==> config.mk <==
export PLATFORM = sky130hd
export DESIGN_NAME = acr_readout
export DESIGN_NICKNAME = d
export VERILOG_FILES = /design/src/verilog/acr_pkg.sv /design/src/verilog/acr_rate_gen.sv /design/src/verilog/acr_readout.sv /design/src/verilog/acr_skid.sv
export VERILOG_INCLUDE_DIRS = /design/src /design/src/verilog
export SDC_FILE = /design/constraint.sdc
export NUM_CORES = 1
export LEC_CHECK = 0
export ABC_CLOCK_PERIOD_IN_PS = 18900
export BUFFER_PORTS_ARGS = -buffer_cell sky130_fd_sc_hd__buf_2
export CORE_ASPECT_RATIO = 0.8
export CORE_MARGIN = 2
export CORE_UTILIZATION = 30
export DETAILED_ROUTE_END_ITERATION = 10
export SYNTH_ARGS = -nofsm -noshare
export SYNTH_HDL_FRONTEND = slang
export SYNTH_SLANG_ARGS = --single-unit
==> constraint.sdc <==
create_clock -name sys_clk -period 18.9 [get_ports sys_clk]
set_input_delay 0.945 -clock sys_clk [delete_from_list [all_inputs] [get_ports sys_clk]]
set_output_delay 0.945 -clock sys_clk [all_outputs]
set_load 0.01 [all_outputs]
==> src/verilog/acr_cfg.svh <==
// Purpose: constants for the accelerometer register readout block
// Assumes: byte-wide register port, 40 MHz system clock
// Notes: offsets are register addresses on the serial port
`ifndef ACR_CFG_SVH
`define ACR_CFG_SVH
`define ACR_ADDR_X_LOW 8'h02
`define ACR_ADDR_X_HIGH 8'h03
`define ACR_ADDR_Y_LOW 8'h04
`define ACR_ADDR_Y_HIGH 8'h05
`define ACR_ADDR_Z_LOW 8'h06
`define ACR_ADDR_Z_HIGH 8'h07
`define ACR_ADDR_TEMP 8'h08
`define ACR_ADDR_RANGE 8'h0F
`define ACR_ADDR_BW 8'h10
`define ACR_ADDR_CTRL 8'h13
`define ACR_ADDR_SOFTRST 8'h14
`define ACR_SOFTRST_CODE 8'hB6
`define ACR_CTRL_SHADOW_DIS_BIT 6
`define ACR_CTRL_UNFILT_BIT 7
`define ACR_RANGE_RESET 4'h3
`define ACR_BW_RESET 5'h0F
`define ACR_CTRL_RESET 2'h0
`define ACR_BW_LOWEST 5'h08
`define ACR_BW_UNFILT 5'h0F
// Unfiltered sample period 0.5 ms, in ns, and in 25 ns clock cycles
`define ACR_CLK_PERIOD_NS 25
`define ACR_UNFILT_PERIOD_NS 500000
`define ACR_UNFILT_CYCLES (`ACR_UNFILT_PERIOD_NS / `ACR_CLK_PERIOD_NS)
`endif

==> src/verilog/acr_pkg.sv <==
// Purpose: types for the accelerometer register readout block
// Assumes: nothing beyond the config header
// Notes: holds types only
package acr_pkg;
	typedef logic [13:0] acr_sample_t;
	typedef logic [7:0] acr_byte_t;
	typedef enum logic [1:0] {
		ACR_AXIS_X = 2'b00,
		ACR_AXIS_Y = 2'b01,
		ACR_AXIS_Z = 2'b10
	} acr_axis_t;
endpackage

==> src/verilog/acr_rate_gen.sv <==
// Purpose: sample strobe generator for filtered and unfiltered streams
// Assumes: 40 MHz clock
// Notes: filtered period is 2^(15-code) times the unfiltered period for codes 8 to 15
`timescale 1ns/1ps
`include "acr_cfg.svh"
module acr_rate_gen (
	input wire logic sys_clk,
	input wire logic rst,
	input wire logic [4:0] bw_code,
	input wire logic unfilt_sel,
	output logic tick
);
	import acr_pkg::*;
	localparam int unsigned BASE = `ACR_UNFILT_CYCLES;
	logic [14:0] base_cnt_reg;
	logic [6:0] div_cnt_reg;
	logic base_tick;
	logic [2:0] shift;
	logic [6:0] div_mask;
	logic raw_bypass;
	// Reserved low codes act as the slowest filter, high codes bypass
	assign raw_bypass = unfilt_sel | bw_code[4] | (bw_code == `ACR_BW_UNFILT);
	assign shift = bw_code[3] ? (3'd7 - bw_code[2:0]) : 3'd7;
	assign div_mask = 7'((8'd1 << shift) - 8'd1);
	assign base_tick = (base_cnt_reg == 15'(BASE - 1));
	// Unfiltered stream runs at a fixed 2 kHz
	assign tick = base_tick & (raw_bypass | ((div_cnt_reg & div_mask) == 7'h00));
	always_ff @(posedge sys_clk or posedge rst) begin
		if (rst) begin
			base_cnt_reg <= 15'h0000;
			div_cnt_reg <= 7'h00;
		end else begin
			base_cnt_reg <= base_tick ? 15'h0000 : base_cnt_reg + 15'h0001;
			if (base_tick)
				div_cnt_reg <= div_cnt_reg + 7'h01;
		end
	end
endmodule // acr_rate_gen

==> src/verilog/acr_readout.sv <==
// Purpose: register file and sample readout of a three-axis accelerometer
// Assumes: byte register port driven by a serial front end, one access
//  per strobe; sample inputs already offset compensated by the filter path
// Notes: samples enter through a two-entry buffer; stalls while a read
//  is in progress so no sample is lost
`timescale 1ns/1ps
`include "acr_cfg.svh"
module acr_readout (
	input wire logic sys_clk,
	input wire logic rst,
	input wire logic reg_wr,
	input wire logic reg_rd,
	input wire logic [7:0] reg_addr,
	input wire logic [7:0] reg_wdata,
	output logic [7:0] reg_rdata,
	input wire logic [13:0] filt_x,
	input wire logic [13:0] filt_y,
	input wire logic [13:0] filt_z,
	input wire logic [13:0] unfilt_x,
	input wire logic [13:0] unfilt_y,
	input wire logic [13:0] unfilt_z,
	input wire logic [7:0] temp_in,
	output logic sample_ready,
	output logic [3:0] range_code,
	output logic [4:0] bw_code,
	output logic unfiltered_stream_select
);
	import acr_pkg::*;

	// Configuration registers
	logic [3:0] range_reg;
	logic [4:0] bw_reg;
	logic shadow_dis_reg;
	logic unfilt_reg;
	logic [7:0] temp_reg;
	logic [7:0] rdata_reg;

	// Per-axis data
	acr_sample_t live_reg [3];
	logic [7:0] high_reg [3];
	logic lock_reg [3];
	logic flag_reg [3];
	logic undef_reg;

	// Decode
	logic wr_range;
	logic wr_bw;
	logic wr_ctrl;
	logic soft_rst;
	logic tick;
	logic src_valid;
	logic src_ready;
	logic buf_valid;
	logic buf_ready;
	logic [41:0] src_data;
	logic [41:0] buf_data;
	logic [2:0] rd_low;
	logic [2:0] rd_high;
	logic [7:0] rd_mux;

	assign wr_range = reg_wr & (reg_addr == `ACR_ADDR_RANGE);
	assign wr_bw = reg_wr & (reg_addr == `ACR_ADDR_BW);
	assign wr_ctrl = reg_wr & (reg_addr == `ACR_ADDR_CTRL);
	assign soft_rst = reg_wr & (reg_addr == `ACR_ADDR_SOFTRST)
		& (reg_wdata == `ACR_SOFTRST_CODE);

	assign range_code = range_reg;
	assign bw_code = bw_reg;
	assign unfiltered_stream_select = unfilt_reg;

	acr_rate_gen u_rate (
		.sys_clk(sys_clk),
		.rst(rst),
		.bw_code(bw_reg),
		.unfilt_sel(unfilt_reg),
		.tick(tick)
	);

	// Stream pick; offset compensation happens upstream of this block
	assign src_data = unfilt_reg ? {unfilt_z, unfilt_y, unfilt_x}
		: {filt_z, filt_y, filt_x};
	assign src_valid = tick;
	assign sample_ready = src_ready;

	acr_skid u_buf (
		.sys_clk(sys_clk),
		.rst(rst),
		.in_valid(src_valid),
		.in_ready(src_ready),
		.in_data(src_data),
		.out_valid(buf_valid),
		.out_ready(buf_ready),
		.out_data(buf_data)
	);

	// Hold samples back during a read so flag clear and update never collide
	assign buf_ready = ~reg_rd;

	genvar g;
	generate
		for (g = 0; g < 3; g++) begin : g_axis
			localparam logic [7:0] LOW_ADDR = 8'(`ACR_ADDR_X_LOW + 2 * g);
			logic upd;
			acr_sample_t new_s;
			assign new_s = buf_data[14*g +: 14];
			assign upd = buf_valid & buf_ready;
			assign rd_low[g] = reg_rd & (reg_addr == LOW_ADDR);
			assign rd_high[g] = reg_rd & (reg_addr == LOW_ADDR + 8'h01);
			always_ff @(posedge sys_clk or posedge rst) begin
				if (rst) begin
					live_reg[g] <= 14'h0000;
					high_reg[g] <= 8'h00;
					lock_reg[g] <= 1'b0;
					flag_reg[g] <= 1'b0;
				end else if (soft_rst) begin
					live_reg[g] <= 14'h0000;
					high_reg[g] <= 8'h00;
					lock_reg[g] <= 1'b0;
					flag_reg[g] <= 1'b0;
				end else begin
					if (upd)
						live_reg[g] <= new_s;
					// High byte follows the live sample unless locked
					if (upd && (!lock_reg[g] || shadow_dis_reg))
						high_reg[g] <= new_s[13:6];
					// A low read pins the high byte to the sample just read;
					// a release catches up with updates held back meanwhile
					else if (rd_low[g] || (lock_reg[g]
						&& (rd_high[g] || shadow_dis_reg)))
						high_reg[g] <= live_reg[g][13:6];
					if (rd_low[g] && !shadow_dis_reg)
						lock_reg[g] <= 1'b1;
					else if (rd_high[g] || shadow_dis_reg)
						lock_reg[g] <= 1'b0;
					if (upd)
						flag_reg[g] <= 1'b1;
					else if (rd_low[g] || rd_high[g])
						flag_reg[g] <= 1'b0;
				end
			end
		end
	endgenerate

	// Undefined bit carries a free-running toggle; the host ignores it
	always_ff @(posedge sys_clk or posedge rst) begin
		if (rst)
			undef_reg <= 1'b0;
		else
			undef_reg <= ~undef_reg;
	end

	always_ff @(posedge sys_clk or posedge rst) begin
		if (rst) begin
			range_reg <= `ACR_RANGE_RESET;
			bw_reg <= `ACR_BW_RESET;
			shadow_dis_reg <= 1'b0;
			unfilt_reg <= 1'b0;
			temp_reg <= 8'h00;
		end else begin
			temp_reg <= temp_in;
			if (soft_rst) begin
				range_reg <= `ACR_RANGE_RESET;
				bw_reg <= `ACR_BW_RESET;
				shadow_dis_reg <= 1'b0;
				unfilt_reg <= 1'b0;
			end else begin
				if (wr_range)
					range_reg <= reg_wdata[3:0];
				if (wr_bw)
					bw_reg <= reg_wdata[4:0];
				if (wr_ctrl) begin
					shadow_dis_reg <= reg_wdata[`ACR_CTRL_SHADOW_DIS_BIT];
					unfilt_reg <= reg_wdata[`ACR_CTRL_UNFILT_BIT];
				end
			end
		end
	end

	// Read mux; unmapped and write-only addresses read as zero
	always_comb begin
		rd_mux = 8'h00;
		case (reg_addr)
			`ACR_ADDR_X_LOW: rd_mux = {live_reg[0][5:0], undef_reg, flag_reg[0]};
			`ACR_ADDR_X_HIGH: rd_mux = high_reg[0];
			`ACR_ADDR_Y_LOW: rd_mux = {live_reg[1][5:0], undef_reg, flag_reg[1]};
			`ACR_ADDR_Y_HIGH: rd_mux = high_reg[1];
			`ACR_ADDR_Z_LOW: rd_mux = {live_reg[2][5:0], undef_reg, flag_reg[2]};
			`ACR_ADDR_Z_HIGH: rd_mux = high_reg[2];
			`ACR_ADDR_TEMP: rd_mux = temp_reg;
			`ACR_ADDR_RANGE: rd_mux = {4'h0, range_reg};
			`ACR_ADDR_BW: rd_mux = {3'h0, bw_reg};
			`ACR_ADDR_CTRL: rd_mux = {unfilt_reg, shadow_dis_reg, 6'h00};
			default: rd_mux = 8'h00;
		endcase
	end

	// Read data registered on the strobe and held until the next read
	always_ff @(posedge sys_clk or posedge rst) begin
		if (rst)
			rdata_reg <= 8'h00;
		else if (reg_rd)
			rdata_reg <= rd_mux;
	end
	assign reg_rdata = rdata_reg;

endmodule // acr_readout

==> src/verilog/acr_skid.sv <==
// Purpose: two-entry buffer for incoming sample triples
// Assumes: valid/ready handshake on both sides
// Notes: holds a word while the register file is busy with a read
`timescale 1ns/1ps
module acr_skid (
	input wire logic sys_clk,
	input wire logic rst,
	input wire logic in_valid,
	output logic in_ready,
	input wire logic [41:0] in_data,
	output logic out_valid,
	input wire logic out_ready,
	output logic [41:0] out_data
);
	import acr_pkg::*;
	logic [41:0] mem_reg [2];
	logic rd_ptr_reg;
	logic wr_ptr_reg;
	logic [1:0] count_reg;
	logic push;
	logic pop;
	assign in_ready = (count_reg != 2'd2);
	assign out_valid = (count_reg != 2'd0);
	assign push = in_valid & in_ready;
	assign pop = out_valid & out_ready;
	assign out_data = mem_reg[rd_ptr_reg];
	always_ff @(posedge sys_clk or posedge rst) begin
		if (rst) begin
			rd_ptr_reg <= 1'b0;
			wr_ptr_reg <= 1'b0;
			count_reg <= 2'd0;
			mem_reg[0] <= 42'h0;
			mem_reg[1] <= 42'h0;
		end else begin
			if (push) begin
				mem_reg[wr_ptr_reg] <= in_data;
				wr_ptr_reg <= ~wr_ptr_reg;
			end
			if (pop)
				rd_ptr_reg <= ~rd_ptr_reg;
			count_reg <= count_reg + {1'b0, push} - {1'b0, pop};
		end
	end
endmodule // acr_skid
## Word-level counts from Yosys, hierarchy flattened

Index checks and enable logic that the tools add are counted.

- Add/subtract/negate cells: 6
- Multiply operators: 0
- Div/mod/pow operators: 0
- Magnitude comparators: 3
- Equality and inequality tests: 15
- Shift operators: 1
- Muxes and demuxes: 51
- Bitwise gates (word level): 24
- Reductions and logical operators: 41

Operators with widths:

| operator | number |
|---|---|
| $mux 42 | 5 |
| $bwmux 84 | 1 |
| $mux 14 | 6 |
| $pmux 8 s10 | 1 |
| $mux 8 | 9 |
| $demux 42 s1 | 1 |
| $eq 8x3->1 const B | 4 |
| $reduce_bool 3->1 | 9 |
| $eq 8x5->1 const B | 3 |
| $mux 1 | 22 |
| $eq 8x2->1 const B | 2 |
| $eq 8x4->1 const B | 2 |
| $add 15x1->15 const B | 1 |
| $eq 15x15->1 const B | 1 |
| $mux 15 | 1 |
| $and 1x1->1 | 14 |
| $logic_or 1x1->1 | 12 |
| $logic_and 1x1->1 | 10 |
| $mux 5 | 2 |
| $reduce_bool 2->1 | 5 |
| $eq 8x8->1 const B | 1 |
| $mux 4 | 2 |
| $add 7x1->7 const B | 1 |
| $and 7x7->7 | 1 |
| 15 further kinds | 25 |

- Flip-flop bits (word level): 210
- Bits in latches: 0
- RAM bits: 0
- Bits in read-only memories: 0
- Input bits: 112
- Output and inout port bits: 19
- Word-level logic and storage cells: 167
- Memories: 0

## Logic depth before layout (Yosys ltp)

Gate-level depths: netlist of run 1.

- Depth in word-level cells: 11
- Gate-level depth with buffers: 11
- Gate-level depth less buffers: 11

## Cells and area by module

From an unflattened synthesis of run 1, not the netlist that was laid out.

- Cell total of the unflattened synthesis: 919
- Area, all modules: 10,739.0 um^2

By module, submodules not included:

| module | instances | cells each | area an instance (um^2) | sequential area each (um^2) |
|---|---|---|---|---|
| acr_readout | 1 | 566 | 5,566.6 | 2,509.9 |
| acr_skid | 1 | 247 | 4,047.6 | 2,202.1 |
| acr_rate_gen | 1 | 106 | 1,124.8 | 550.5 |

## Worst setup path after synthesis of run 1

OpenSTA, ideal clock, no wires.

- Kind: register -> register
- Start: reg bw_reg[3] (netlist: bw_code[3])
- End: reg u_buf.mem_reg[10] (netlist name)
- Setup time: 125 ps
- Data arrival time: 2,593 ps
- Data required time: 18,775 ps
- Setup slack: 16,183 ps
- Cell stages (with the launch flop): 10
- Path buffers: 1
- Clock period less this slack: 2,717 ps
- Cells stage by stage: dfstp_2 > and2_1 > nand3b_1 > ha_1 > nand2b_1 > a2111oi_0 > a2111o_1 > o31ai_4 > buf_6 > mux2_2

- Longest elaborated chain between the ends: 8

Ends and longest elaborated chain:

| element | RTL line | RTL |
|---|---|---|
| start: declaration | acr_readout.sv:32 | `logic [4:0] bw_reg;` |
| start signal: assignment | acr_readout.sv:155 | `` bw_reg <= `ACR_BW_RESET; `` |
| start signal: assignment | acr_readout.sv:163 | `` bw_reg <= `ACR_BW_RESET; `` |
| start signal: assignment | acr_readout.sv:170 | `bw_reg <= reg_wdata[4:0];` |
| $mux 3 | acr_rate_gen.sv:23 | `assign shift = bw_code[3] ? (3'd7 - bw_code[2:0]) : 3'd7;` |
| $shl 1x3->7 | acr_rate_gen.sv:24 | `assign div_mask = 7'((8'd1 << shift) - 8'd1);` |
| $sub 7x1->7 | acr_rate_gen.sv:24 |  |
| $and 7x7->7 | acr_rate_gen.sv:27 | `assign tick = base_tick & (raw_bypass \| ((div_cnt_reg & div_mask) == 7'h00));` |
| $logic_not 7->1 | acr_rate_gen.sv:27 |  |
| $or 1x1->1 * | acr_rate_gen.sv:27 |  |
| $and 1x1->1 * | acr_rate_gen.sv:27 |  |
| $and 1x1->1 * | acr_skid.sv:24 | `assign push = in_valid & in_ready;` |
| end signal: indexed assignment | acr_skid.sv:36 | `mem_reg[wr_ptr_reg] <= in_data;` |
| end: declaration | acr_skid.sv:16 | `logic [41:0] mem_reg [2];` |

Mark *: on every way between the ends. The rest lies on a longest branch, timed or not.
A chain may end at the register's enable or synchronous reset.

## Worst setup path in the final report of run 1

- Start: in reg_rd
- End: reg high_reg[15] (netlist name)

- Longest elaborated chain between the ends: 5

Ends and longest elaborated chain:

| element | RTL line | RTL |
|---|---|---|
| start: declaration | acr_readout.sv:12 | `input wire logic reg_rd,` |
| $not 1->1 or $and 1x1->1 (tied branches) | acr_readout.sv:97, acr_readout.sv:108 |  |
| $and 1x1->1 or $logic_or 1x1->1 (tied branches) | acr_readout.sv:106, acr_readout.sv:129 |  |
| $logic_and 1x1->1 (on tied branches) | acr_readout.sv:124, acr_readout.sv:129 |  |
| $mux 8 or $logic_or 1x1->1 (tied branches) | acr_readout.sv:124, acr_readout.sv:128 |  |
| $mux 8 or $reduce_bool 3->1 (tied branches) | n/a |  |
| end signal: indexed assignment | acr_readout.sv:125 | `high_reg[g] <= new_s[13:6];` |
| end signal: indexed assignment | acr_readout.sv:130 | `high_reg[g] <= live_reg[g][13:6];` |
| end: declaration | acr_readout.sv:40 | `logic [7:0] high_reg [3];` |

Parallel ways exist; a longest one is shown, timed or not.

==> metrics.csv, run 1 <==
stage,metric,value,unit
logic_synthesis,ys_seq_area_share,50.6,%
floorplanning,die_w,212,um
global_routing,grt_use_total,14.6,%
logic_synthesis,synth_cell_types,64,
critical_path,slowest_stage,a22oi_1,
floorplanning,core_area,0.0339,mm^2
logic_synthesis,netlist_area,0.0104,mm^2
route,drtAntennaViolNets,0,
clocking,h-tree-depth,1,
logic_synthesis,yosys.area_share.simple,12.3,%
power,power_density,108,mW/mm^2
critical_path,critPathArrivalTime,3.81,ns
cells_and_area,nNetsFinal,1126,
sta,slew_viol_final,0,
global_routing,grt_start_max_net_pins,87,
logic_synthesis,ys.flop_type,dfrtp_1,
floorplanning,start_util,30.7,%
critical_path,cp-end-kind,flip-flop,
critical_path,cp.required,19.28,ns
route,drt_pass1_iterations,5,
logic_synthesis,synth-xor-area-share,1.85,%
power,total_leakage_power,5.65,nW
critical_path,crit_chain,buf_2 > o21bai_2 > buf_4 > inv_2 > buf_4 > mux2i_1 > a22oi_1 > mux2i_1 > nor2_1,
critical_path,crit_type,in -> reg,
sta,period_share,18.2,%
cells_and_area,largest_reg_flops,84,
sta,finalCriticalPeriod,3.44,ns
sta,setup_viol,0,
logic_synthesis,synth_adder_area_share,0.601,%
job,drv_cap,0,
route,vias_per_cell,4.97,
global_routing,gr-total-overflow,0,
logic_synthesis,yosysWarningCount,0,
cells_and_area,final_common_cell,dfrtp_1,
place,globalplace.congestion,0.883,
clocking,clkSinkCount,210,
floorplanning,die_area,0.0362,mm^2
clocking,cts-buffers-inserted,23,
sta,rsz0062_at_grt,false,
hold_path,hp-class,reg -> reg,
global_routing,antenna_found_initial,0,
clocking,post_cts_buffers,0,
sta,worstMarginPinSlew,1.02,ns
sta,setup_tns,0,ns
critical_path,cp_max_fo,43,
sta,final_hold_viol_count,0,
cells_and_area,utilization,36.2,%
clocking,root_buffer,clkbuf_16,
logic_synthesis,ys_async_sr_fraction,100,%
cells_and_area,syn2layout_area_growth,18.0,%
logic_synthesis,synth_compound_area_share,8.47,%
logic_synthesis,synth_edf_count,0,
place,placed_cells,1449,
route,drt_iter0_markers,600,
logic_synthesis,synth_top_family_by_area,multiplexers,
cells_and_area,layout-drive-gt1-share,35.2,%
route,wl_per_cell,17.3,um
place,io_buffers,130,
clocking,cts_tree,built,
cells_and_area,final_cells,1491,
place,place_hpwl,17.8,mm
power,ir_worst_vdd,0.0665,mV
critical_path,max_stage_delay,0.78,ns
sta,clock_skew,0.0130,ns
logic_synthesis,ys_ff_latch,210,
critical_path,start_kind,primary input,
clocking,cts_hold_buffers,0,
sta,slew_headroom,32.2,%
logic_synthesis,syn-num-nets,1017,
floorplanning,boundaryPins,131,
cells_and_area,final_cell_mix,"dfrtp_1 (202), mux2_2 (164), buf_2 (130)",
route,drc_errors,0,
cells_and_area,antenna_cells,0,
floorplanning,die_h,171,um
floorplanning,rows,60,
critical_path,cp_top_family,buffers and inverters,
sta,clock.fmax,291,MHz
global_routing,grt_pass1_vias,7129,
logic_synthesis,synthMuxAreaShare,22.9,%
clocking,clkSlewWorstSetupHoldPaths,0.06,ns
global_routing,grt_pass1_wl,41.2,mm
run_status,status,"finished, final reports clean",
clocking,ctsResizeCount,0,
critical_path,rrSetupSlack,15.58,ns
logic_synthesis,syn_inst,900,
route,vias,7404,
clocking,clk_latency,0.52,ns
logic_synthesis,avgSynthCellArea,11.6,um^2
clocking,clk_path_buf_depth,3,
route,totalWireLength,25.8,mm
critical_path,cp_num_buf_inv,4,
## power by group
part / total [mW] / switching [mW] / leakage, nW / internal [mW]
Combinational: 0.264 / 0.143 / 2.51 / 0.121
Sequential: 0.581 / 0.0571 / 2.75 / 0.524
Clock: 0.483 / 0.183 / 0.397 / 0.300
## metal layers
layer / global-route usage (%) / wire length, um
met3: 4.02 / 2000
met4: 2.97 / 418
met5: 0 / 0
met1: 22.8 / 13200
met2: 19.6 / 10200
## Yosys cell counts, types with 3 or more instances
| library cell | count | area (um^2) |
|---|---|---|
| mux2i_1 | 51 | 510 |
| nand4_1 | 11 | 68.8 |
| and3_1 | 9 | 56.3 |
| nand3b_1 | 7 | 52.6 |
| xor2_1 | 7 | 61.3 |
| nor3_1 | 26 | 130 |
| nor2_1 | 104 | 390 |
| nor4_1 | 6 | 37.5 |
| dfstp_2 | 6 | 158 |
| buf_2 | 3 | 15.0 |
| buf_6 | 8 | 90.1 |
| nand4b_1 | 6 | 52.6 |
| xnor2_1 | 15 | 131 |
| mux2_2 | 164 | 1850 |
| a211oi_1 | 28 | 210 |
| a21oi_1 | 23 | 115 |
| nor3b_1 | 4 | 30.0 |
| a32oi_1 | 4 | 35.0 |
| dfrtp_1 | 204 | 5100 |
| clkbuf_1 | 34 | 128 |
| a22oi_1 | 11 | 82.6 |
| nand3_1 | 13 | 65.1 |
| and4_1 | 4 | 35.0 |
| inv_1 | 16 | 60.1 |
| a32o_1 | 3 | 30.0 |
| and2_1 | 5 | 31.3 |
| o21ai_0 | 10 | 50.1 |
| o22ai_1 | 6 | 37.5 |
| buf_1 | 10 | 37.5 |
| o211ai_1 | 8 | 60.1 |
| ha_1 | 5 | 62.6 |
| nand2_1 | 27 | 101 |
| a31oi_1 | 3 | 18.8 |
| a22o_1 | 6 | 52.6 |
| nand2b_1 | 17 | 106 |
## through the flow
stage / hold slack (ns) / setup slack [ns] / total power [mW] / cell area [um^2]
finish: 0.453 / 15.46 / 1.33 / 12300
global route: 0.469 / 15.12 / 1.40 / 12300
detailed placement: 0.441 / 14.92 / 0.852 / 11500
CTS: 0.450 / 15.47 / 1.34 / 12300
floorplan: 0.416 / 12.23 / 0.767 / 10400
global placement: 0.442 / 15.02 / 0.847 / 11500
## cell type report
cell class                      count  area, um^2
Clock inverter                      7         143
Inverter                           17        71.3
Sequential cell                   210        5270
Clock buffer                       35         671
Multi-Input combinational cell    616        4810
Fill cell                        3355       21600
Timing Repair Buffer              141         733
Tap cell                          465         582
## kinds of logic after synthesis
group                    Yosys count
AO/OA/AOI/OAI                    120
XOR/XNOR                          22
adder cells (fa/ha/maj)            5
buffers and inverters             74
flip-flops                       210
multiplexers                     216
AND/OR/NAND/NOR                  253
## worst reg2reg max path, stage by stage, from the launching register on
cell and delay (ns):
dfrtp_1 0.38, ha_1 0.22, and4_1 0.27, and4_1 0.66
or4bb_1 0.60, o31ai_4 0.08, buf_4 0.55, mux2_2 0.46
## final timing paths
kind                                         from                        to  cells past startpoint
max reg2reg                u_rate.base_cnt_reg[0]         u_buf.mem_reg[61]                      7
max in group asynchronous                     rst  unfiltered_stream_select                      4
min                                     undef_reg                 undef_reg                      1
min in group asynchronous                     rst         u_buf.mem_reg[34]                      2
min reg2reg                             undef_reg                 undef_reg                      1
max                                        reg_rd              high_reg[15]                      9
(Power assumes the default switching activity.)
==> inputs of run 2 (changes only) <==
--- a/config.mk
+++ b/config.mk
@@ -6,7 +6,7 @@
 export SDC_FILE = /design/constraint.sdc
 export NUM_CORES = 1
 export LEC_CHECK = 0
-export ABC_CLOCK_PERIOD_IN_PS = 18900
+export ABC_CLOCK_PERIOD_IN_PS = 3200
 export BUFFER_PORTS_ARGS = -buffer_cell sky130_fd_sc_hd__buf_2
 export CORE_ASPECT_RATIO = 0.8
 export CORE_MARGIN = 2
==> constraint.sdc (replaced) <==
create_clock -name sys_clk -period 3.2 [get_ports sys_clk]
set_input_delay 0.16 -clock sys_clk [delete_from_list [all_inputs] [get_ports sys_clk]]
set_output_delay 0.16 -clock sys_clk [all_outputs]
set_load 0.01 [all_outputs]
==> run 2 against run 1 <==
  * Cell count increased by 1.6%
  * Register-to-register slack got worse by 15 ns
  * Non-clock buffer count increased by 27
  * Die area unchanged
  * Worst setup slack got worse by 15 ns
  * Final area increased by 2.1%
  * Sequential cell count unchanged
  * Via count about the same
  * Combinational power increased to 6.2 times the previous value
  * Power increased to 5.8 times the previous value
  * First-iteration DRC count decreased by 19%
  * Critical path type is now reg -> reg
  * Critical endpoint is now u_buf.mem_reg[21]
==> metrics.csv, run 2 (synthesis results as in run 1) <==
stage,metric,value,unit,change
run_status,status,"finished, final reports clean",,
route,vias,7409,,+0.068%
cells_and_area,final_common_cell,dfrtp_1,,
sta,setup_viol,0,,unchanged
clocking,h-tree-depth,1,,unchanged
sta,slew_viol_final,0,,unchanged
sta,rsz0062_at_grt,false,,
route,drt_iter0_markers,488,,-19%
cells_and_area,final.fill_count,3352,,-0.089%
sta,period_share,90.0,%,
clocking,clkSinkCount,210,,unchanged
global_routing,grt_use_total,14.4,%,-0.13 points
cells_and_area,final_cells,1515,,+1.6%
cells_and_area,syn2layout_area_growth,20.4,%,
place,globalplace.congestion,0.883,,about the same
clocking,clk_latency,0.53,ns,about the same
floorplanning,start_util,30.7,%,unchanged
clocking,cts_tree,built,,
critical_path,critPathArrivalTime,3.28,ns,-0.53 ns
critical_path,cp_num_buf_inv,1,,-3
floorplanning,die_area,0.0362,mm^2,unchanged
route,wl_per_cell,17.2,um,-0.54%
floorplanning,rows,60,,unchanged
route,totalWireLength,26.1,mm,+1.1%
place,placed_cells,1458,,+0.62%
global_routing,grt_start_max_net_pins,84,,-3.4%
sta,whs,0.0214,ns,-0.431 ns
place,place_hpwl,18.2,mm,+1.8%
cells_and_area,largest_reg_flops,84,,unchanged
sta,slew_headroom,47.6,%,+15 points
sta,finalCriticalPeriod,2.88,ns,
global_routing,antenna_found_initial,0,,unchanged
clocking,clkSlewWorstSetupHoldPaths,0.07,ns,about the same
route,vias_per_cell,4.89,,-1.5%
critical_path,r2r_cells,9,,+2
hold_path,min_path_cells,3,,+2
place,placed_area,0.0116,mm^2,+1.2%
critical_path,max_stage_delay,0.61,ns,-0.17 ns
place,io_buffers,130,,unchanged
critical_path,cp_top_family,compound AO/OA/AOI/OAI gates,,
cells_and_area,nNetsFinal,1152,,+2.3%
power,power,7.71,mW,+480%
critical_path,cp.required,3.60,ns,-15.68 ns
route,drc_errors,0,,unchanged
cells_and_area,fin_area,0.0125,mm^2,+2.1%
global_routing,gr-total-overflow,0,,unchanged
cells_and_area,antenna_cells,0,,unchanged
critical_path,cp-end-kind,flip-flop,,
clocking,cts-buffers-inserted,22,,-4.3%
critical_path,crit_chain,and2_1 > nand3b_1 > ha_1 > nand2b_1 > a2111oi_0 > a2111o_1 > o31ai_4 > buf_12 > mux2_2,,
critical_path,cp_max_fo,43,,unchanged
global_routing,grt_pass1_wl,40.7,mm,-1.3%
floorplanning,die_w,212,um,unchanged
critical_path,cp.depth,9,,unchanged
floorplanning,boundaryPins,131,,unchanged
critical_path,slowest_stage,dfstp_2,,
route,drtAntennaViolNets,0,,unchanged
cells_and_area,layout-drive-gt1-share,35.2,%,+0.053 points
power,ir_worst_vdd,0.439,mV,+560%
clocking,post_cts_buffers,0,,unchanged
sta,worstMarginPinSlew,0.784,ns,-0.233 ns
critical_path,start_kind,flip-flop,,
global_routing,grt_pass1_vias,7023,,-1.5%
critical_path,crit_type,reg -> reg,,
route,drt_pass1_iterations,4,,-1
clocking,clk_path_buf_depth,3,,unchanged
floorplanning,die_h,171,um,unchanged
power,total_leakage_power,5.76,nW,+1.9%
sta,setup_tns,0,ns,unchanged
power,power_density,616,mW/mm^2,+470%
clocking,root_buffer,clkbuf_16,,
floorplanning,core_area,0.0339,mm^2,unchanged
sta,final_hold_viol_count,0,,unchanged
job,drv_cap,0,,unchanged
hold_path,hp-class,in -> reg,,
cells_and_area,final_cell_mix,"dfrtp_1 (202), mux2_2 (164), buf_2 (130)",,
sta,clock.fmax,347,MHz,
sta,clock_skew,0.0124,ns,-0.000587 ns
==> run 2: cell types whose count changed in the layout (fill, tap and decap cells not counted), moves of 3 or more <==
| cell | previous run | this run |
|---|---|---|
| clkinvlp_4 | 0 | 3 |
| clkbuf_1 | 7 | 3 |
| dlygate4sd3_1 | 0 | 18 |
| clkinv_2 | 1 | 4 |
| buf_12 | 0 | 6 |
| buf_4 | 11 | 14 |
==> run 2: final cells by class <==
class	instances	area [um^2]	area share [%]
well taps	465	582	4.64
multi-input cells	616	4800	38.3
repair buffers	168	1060	8.43
inverters	17	67.6	0.539
flip-flops and latches	210	5270	42.0
clock inverters	11	150	1.20
clock buffers	28	603	4.81
==> run 2: power breakdown <==
part	internal, mW	switching [mW]
clock network	1.58	1.08
logic	0.760	0.881
registers	3.09	0.319
total	5.44	2.28
==> run 2: stage by stage <==
stage          worst slack [ns]  util, %
2_1_floorplan             0.317        -
3_3_place_gp              0.390     34.2
3_5_place_dp              0.332     34.2
4_1_cts                   0.318     37.0
5_1_grt                   0.146     37.0
6_report                  0.320     37.0
==> run 2: path summary, 6_finish.rpt <==
path | from | endpoint | slack [ns]
max | bw_code[3] | u_buf.mem_reg[21] | 0.32
min | unfilt_z[13] | u_buf.mem_reg[41] | 0.02
max reg2reg | bw_code[3] | u_buf.mem_reg[21] | 0.32
min reg2reg | undef_reg | undef_reg | 0.48
max in group asynchronous | rst | u_buf.mem_reg[10] | 1.98
min in group asynchronous | rst | u_buf.mem_reg[34] | 0.31
==> run 2: what timing repair did <==
action,CTS,global route
gates resized for setup,0,0
hold buffers,18,0
endpoints found under the hold margin,50,0
==> run 2: worst min-delay path, delay by kind of cell <==
family	cells	cell delay, ns
mux	2	0.29
buf+inv	1	0.07
==> run 2: routing by layer <==
layer | part of all wire (%) | global-route usage (%) | up-vias | routed length (um)
li1 | - | - | 3532 | -
met1 | 52 | 22.7 | 3646 | 13600
met2 | 40 | 19.7 | 195 | 10600
met3 | 5.8 | 3.38 | 36 | 1520
met4 | 1.7 | 3.12 | 0 | 446
met5 | 0 | 0 | - | 0
==> inputs of run 3 (changes only) <==
--- a/config.mk
+++ b/config.mk
@@ -6,12 +6,14 @@
 export SDC_FILE = /design/constraint.sdc
 export NUM_CORES = 1
 export LEC_CHECK = 0
-export ABC_CLOCK_PERIOD_IN_PS = 3200
+export ABC_CLOCK_PERIOD_IN_PS = 3700
 export BUFFER_PORTS_ARGS = -buffer_cell sky130_fd_sc_hd__buf_2
+export CAP_MARGIN = 20
 export CORE_ASPECT_RATIO = 0.8
 export CORE_MARGIN = 2
 export CORE_UTILIZATION = 30
 export DETAILED_ROUTE_END_ITERATION = 10
+export HOLD_SLACK_MARGIN = 0.1
 export SYNTH_ARGS = -nofsm -noshare
 export SYNTH_HDL_FRONTEND = slang
 export SYNTH_SLANG_ARGS = --single-unit
==> constraint.sdc (replaced) <==
create_clock -name sys_clk -period 3.7 [get_ports sys_clk]
set_input_delay 0.185 -clock sys_clk [delete_from_list [all_inputs] [get_ports sys_clk]]
set_output_delay 0.185 -clock sys_clk [all_outputs]
set_load 0.01 [all_outputs]
==> run 3 against run 2 <==
  * Non-clock buffer count grew 78
  * Clock-buffer cell count grew 10
  * Clock power shrank 19%
  * Global-route usage grew 0.29 points
  * Fmax shrank 0.33%
  * Largest power group unchanged
==> metrics.csv, run 3 (synthesis results as in run 1) <==
stage,metric,value,unit,change
clocking,cts_hold_buffers,100,,+82
power,power_density,497,mW/mm^2,-19%
clocking,cts_tree,built,,
route,vias,7753,,+4.6%
place,io_buffers,130,,unchanged
global_routing,grt_pass1_vias,7483,,+6.5%
clocking,clk_path_buf_depth,3,,unchanged
global_routing,use_met2,20.8,%,+1.1 points
global_routing,grt_pass1_wl,42.2,mm,+3.7%
cells_and_area,nNetsFinal,1230,,+6.8%
cells_and_area,utilization,39.1,%,+2.1 points
route,vias_per_cell,4.86,,-0.54%
sta,setup_viol,0,,unchanged
route,drt_iter0_markers,607,,+24%
clocking,post_cts_buffers,0,,unchanged
hold_path,hold_path_startpoint,unfilt_z[1],,
place,place_hpwl,18.2,mm,about the same
critical_path,rrSetupSlack,0.81,ns,+0.49 ns
place,globalplace.congestion,0.895,,+1.3%
critical_path,crit_start,bw_code[2],,
sta,final_hold_viol_count,0,,unchanged
critical_path,r2r_cells,9,,unchanged
cells_and_area,syn2layout_area_growth,27.3,%,
critical_path,crit_type,reg -> reg,,
route,drc_errors,0,,unchanged
floorplanning,boundaryPins,131,,unchanged
cells_and_area,final_common_cell,dfrtp_1,,
critical_path,start_kind,flip-flop,,
power,ir_worst_vdd,0.265,mV,-40%
job,drv_cap,0,,unchanged
clocking,clkSinkCount,210,,unchanged
global_routing,grt_start_max_net_pins,151,,+80%
critical_path,cp.required,4.09,ns,+0.49 ns
cells_and_area,layout-drive-gt1-share,31.7,%,-3.5 points
critical_path,reg2reg_from,bw_code[2],,
sta,whs,0.0974,ns,+0.0760 ns
sta,clock.fmax,346,MHz,-0.33%
critical_path,critPathArrivalTime,3.28,ns,about the same
hold_path,min_to,u_buf.mem_reg[71],,
global_routing,use_met1,23.2,%,+0.56 points
sta,clock_skew,0.0158,ns,+0.00339 ns
critical_path,worst_r2r_endpoint,u_buf.mem_reg[5],,
route,totalWireLength,26.7,mm,+2.4%
clocking,clkSlewWorstSetupHoldPaths,0.06,ns,about the same
run_status,status,"finished, final reports clean",,
route,drtAntennaViolNets,0,,unchanged
critical_path,cp-end-kind,flip-flop,,
clocking,ctsResizeCount,0,,unchanged
global_routing,grtUsageMet3,2.77,%,-0.61 points
sta,finalCriticalPeriod,2.89,ns,+0.00966 ns
sta,slew_viol_final,0,,unchanged
cells_and_area,largest_reg_flops,84,,unchanged
sta,setup_tns,0,ns,unchanged
place,dpl_worst_slack,0.817,ns,+0.485 ns
global_routing,grt_use_total,14.7,%,+0.29 points
floorplanning,die_area,0.0362,mm^2,unchanged
cells_and_area,regArea,0.00527,mm^2,unchanged
cells_and_area,multi_input_area,0.00480,mm^2,unchanged
sta,rsz0062_at_grt,false,,
sta,worstMarginPinSlew,1.13,ns,+0.349 ns
global_routing,gr-total-overflow,0,,unchanged
cells_and_area,final_cell_mix,"dfrtp_1 (202), mux2_2 (164), buf_2 (130)",,
sta,period_share,78.1,%,-12 points
floorplanning,die_w,212,um,unchanged
route,wl_per_cell,16.8,um,-2.7%
clocking,clk_latency,0.51,ns,-0.02 ns
clocking,cts-buffers-inserted,22,,unchanged
sta,setup_slack,0.810,ns,+0.490 ns
clocking,h-tree-depth,1,,unchanged
floorplanning,rows,60,,unchanged
route,drt_pass1_iterations,5,,+1
floorplanning,die_h,171,um,unchanged
cells_and_area,final.fill_count,3280,,-2.1%
critical_path,cp_max_fo,43,,unchanged
floorplanning,core_area,0.0339,mm^2,unchanged
cells_and_area,antenna_cells,0,,unchanged
clocking,root_buffer,clkbuf_16,,
global_routing,antenna_found_initial,0,,unchanged
hold_path,min_path_cells,3,,unchanged
hold_path,hp-class,in -> reg,,
sta,slew_headroom,24.4,%,-23 points
floorplanning,start_util,30.7,%,unchanged
power,total_leakage_power,6.04,nW,+5.0%
global_routing,busiest_layer,met1,,
==> run 3: cell count changes in the layout (fill, tap and decap cells not counted), sizes merged, moves of 2 or more <==
cell,delta
dlygate4sd3,+82
clkbuf,+10
buf,-4
clkinv,-4
bufinv,-2
clkinvlp,-2
==> run 3: how the worst max path moves through the flow <==
stage                         endpoint
detailed placement   u_buf.mem_reg[17]
finish                u_buf.mem_reg[5]
global route        u_buf.count_reg[1]
global placement    u_buf.count_reg[1]
floorplan                   bw_code[4]
CTS                  u_buf.mem_reg[82]
==> run 3: routing by layer <==
layer  vias up  share of wire, %
li1       3693                 -
met5         -                 0
met4         0               1.6
met2       214                41
met3        28               6.0
met1      3818                51
==> run 3: per-stage QoR <==
step	instance area, um^2	cells	power, mW
6_report	13200	1594	6.58
2_1_floorplan	10400	900	3.92
4_1_cts	13200	1594	6.65
5_1_grt	13200	1594	6.95
3_5_place_dp	11500	1454	4.39
3_3_place_gp	11500	1454	4.36
==> run 3: power by group <==
| group | internal, mW | switching, mW | leakage (nW) |
|---|---|---|---|
| registers | 2.67 | 0.333 | 2.75 |
| logic | 0.712 | 0.704 | 2.96 |
| clock network | 1.26 | 0.896 | 0.335 |
| total | 4.65 | 1.93 | 6.04 |
==> run 3: layout make-up <==
class                   count  area share [%]
multi-input cells         616            36.2
clock inverters             2           0.349
inverters                  17           0.510
well taps                 465            4.39
repair buffers            246            13.8
clock buffers              38            4.91
flip-flops and latches    210            39.7
==> run 3: critical path: stages, from the launching register on <==
cell and delay, ns:
dfstp_2 0.60, and2_1 0.17, nand3b_1 0.10, ha_1 0.24, nand2b_1 0.08, a2111oi_0 0.09
a2111o_1 0.50, o31ai_4 0.29, buf_12 0.30, mux2_2 0.38
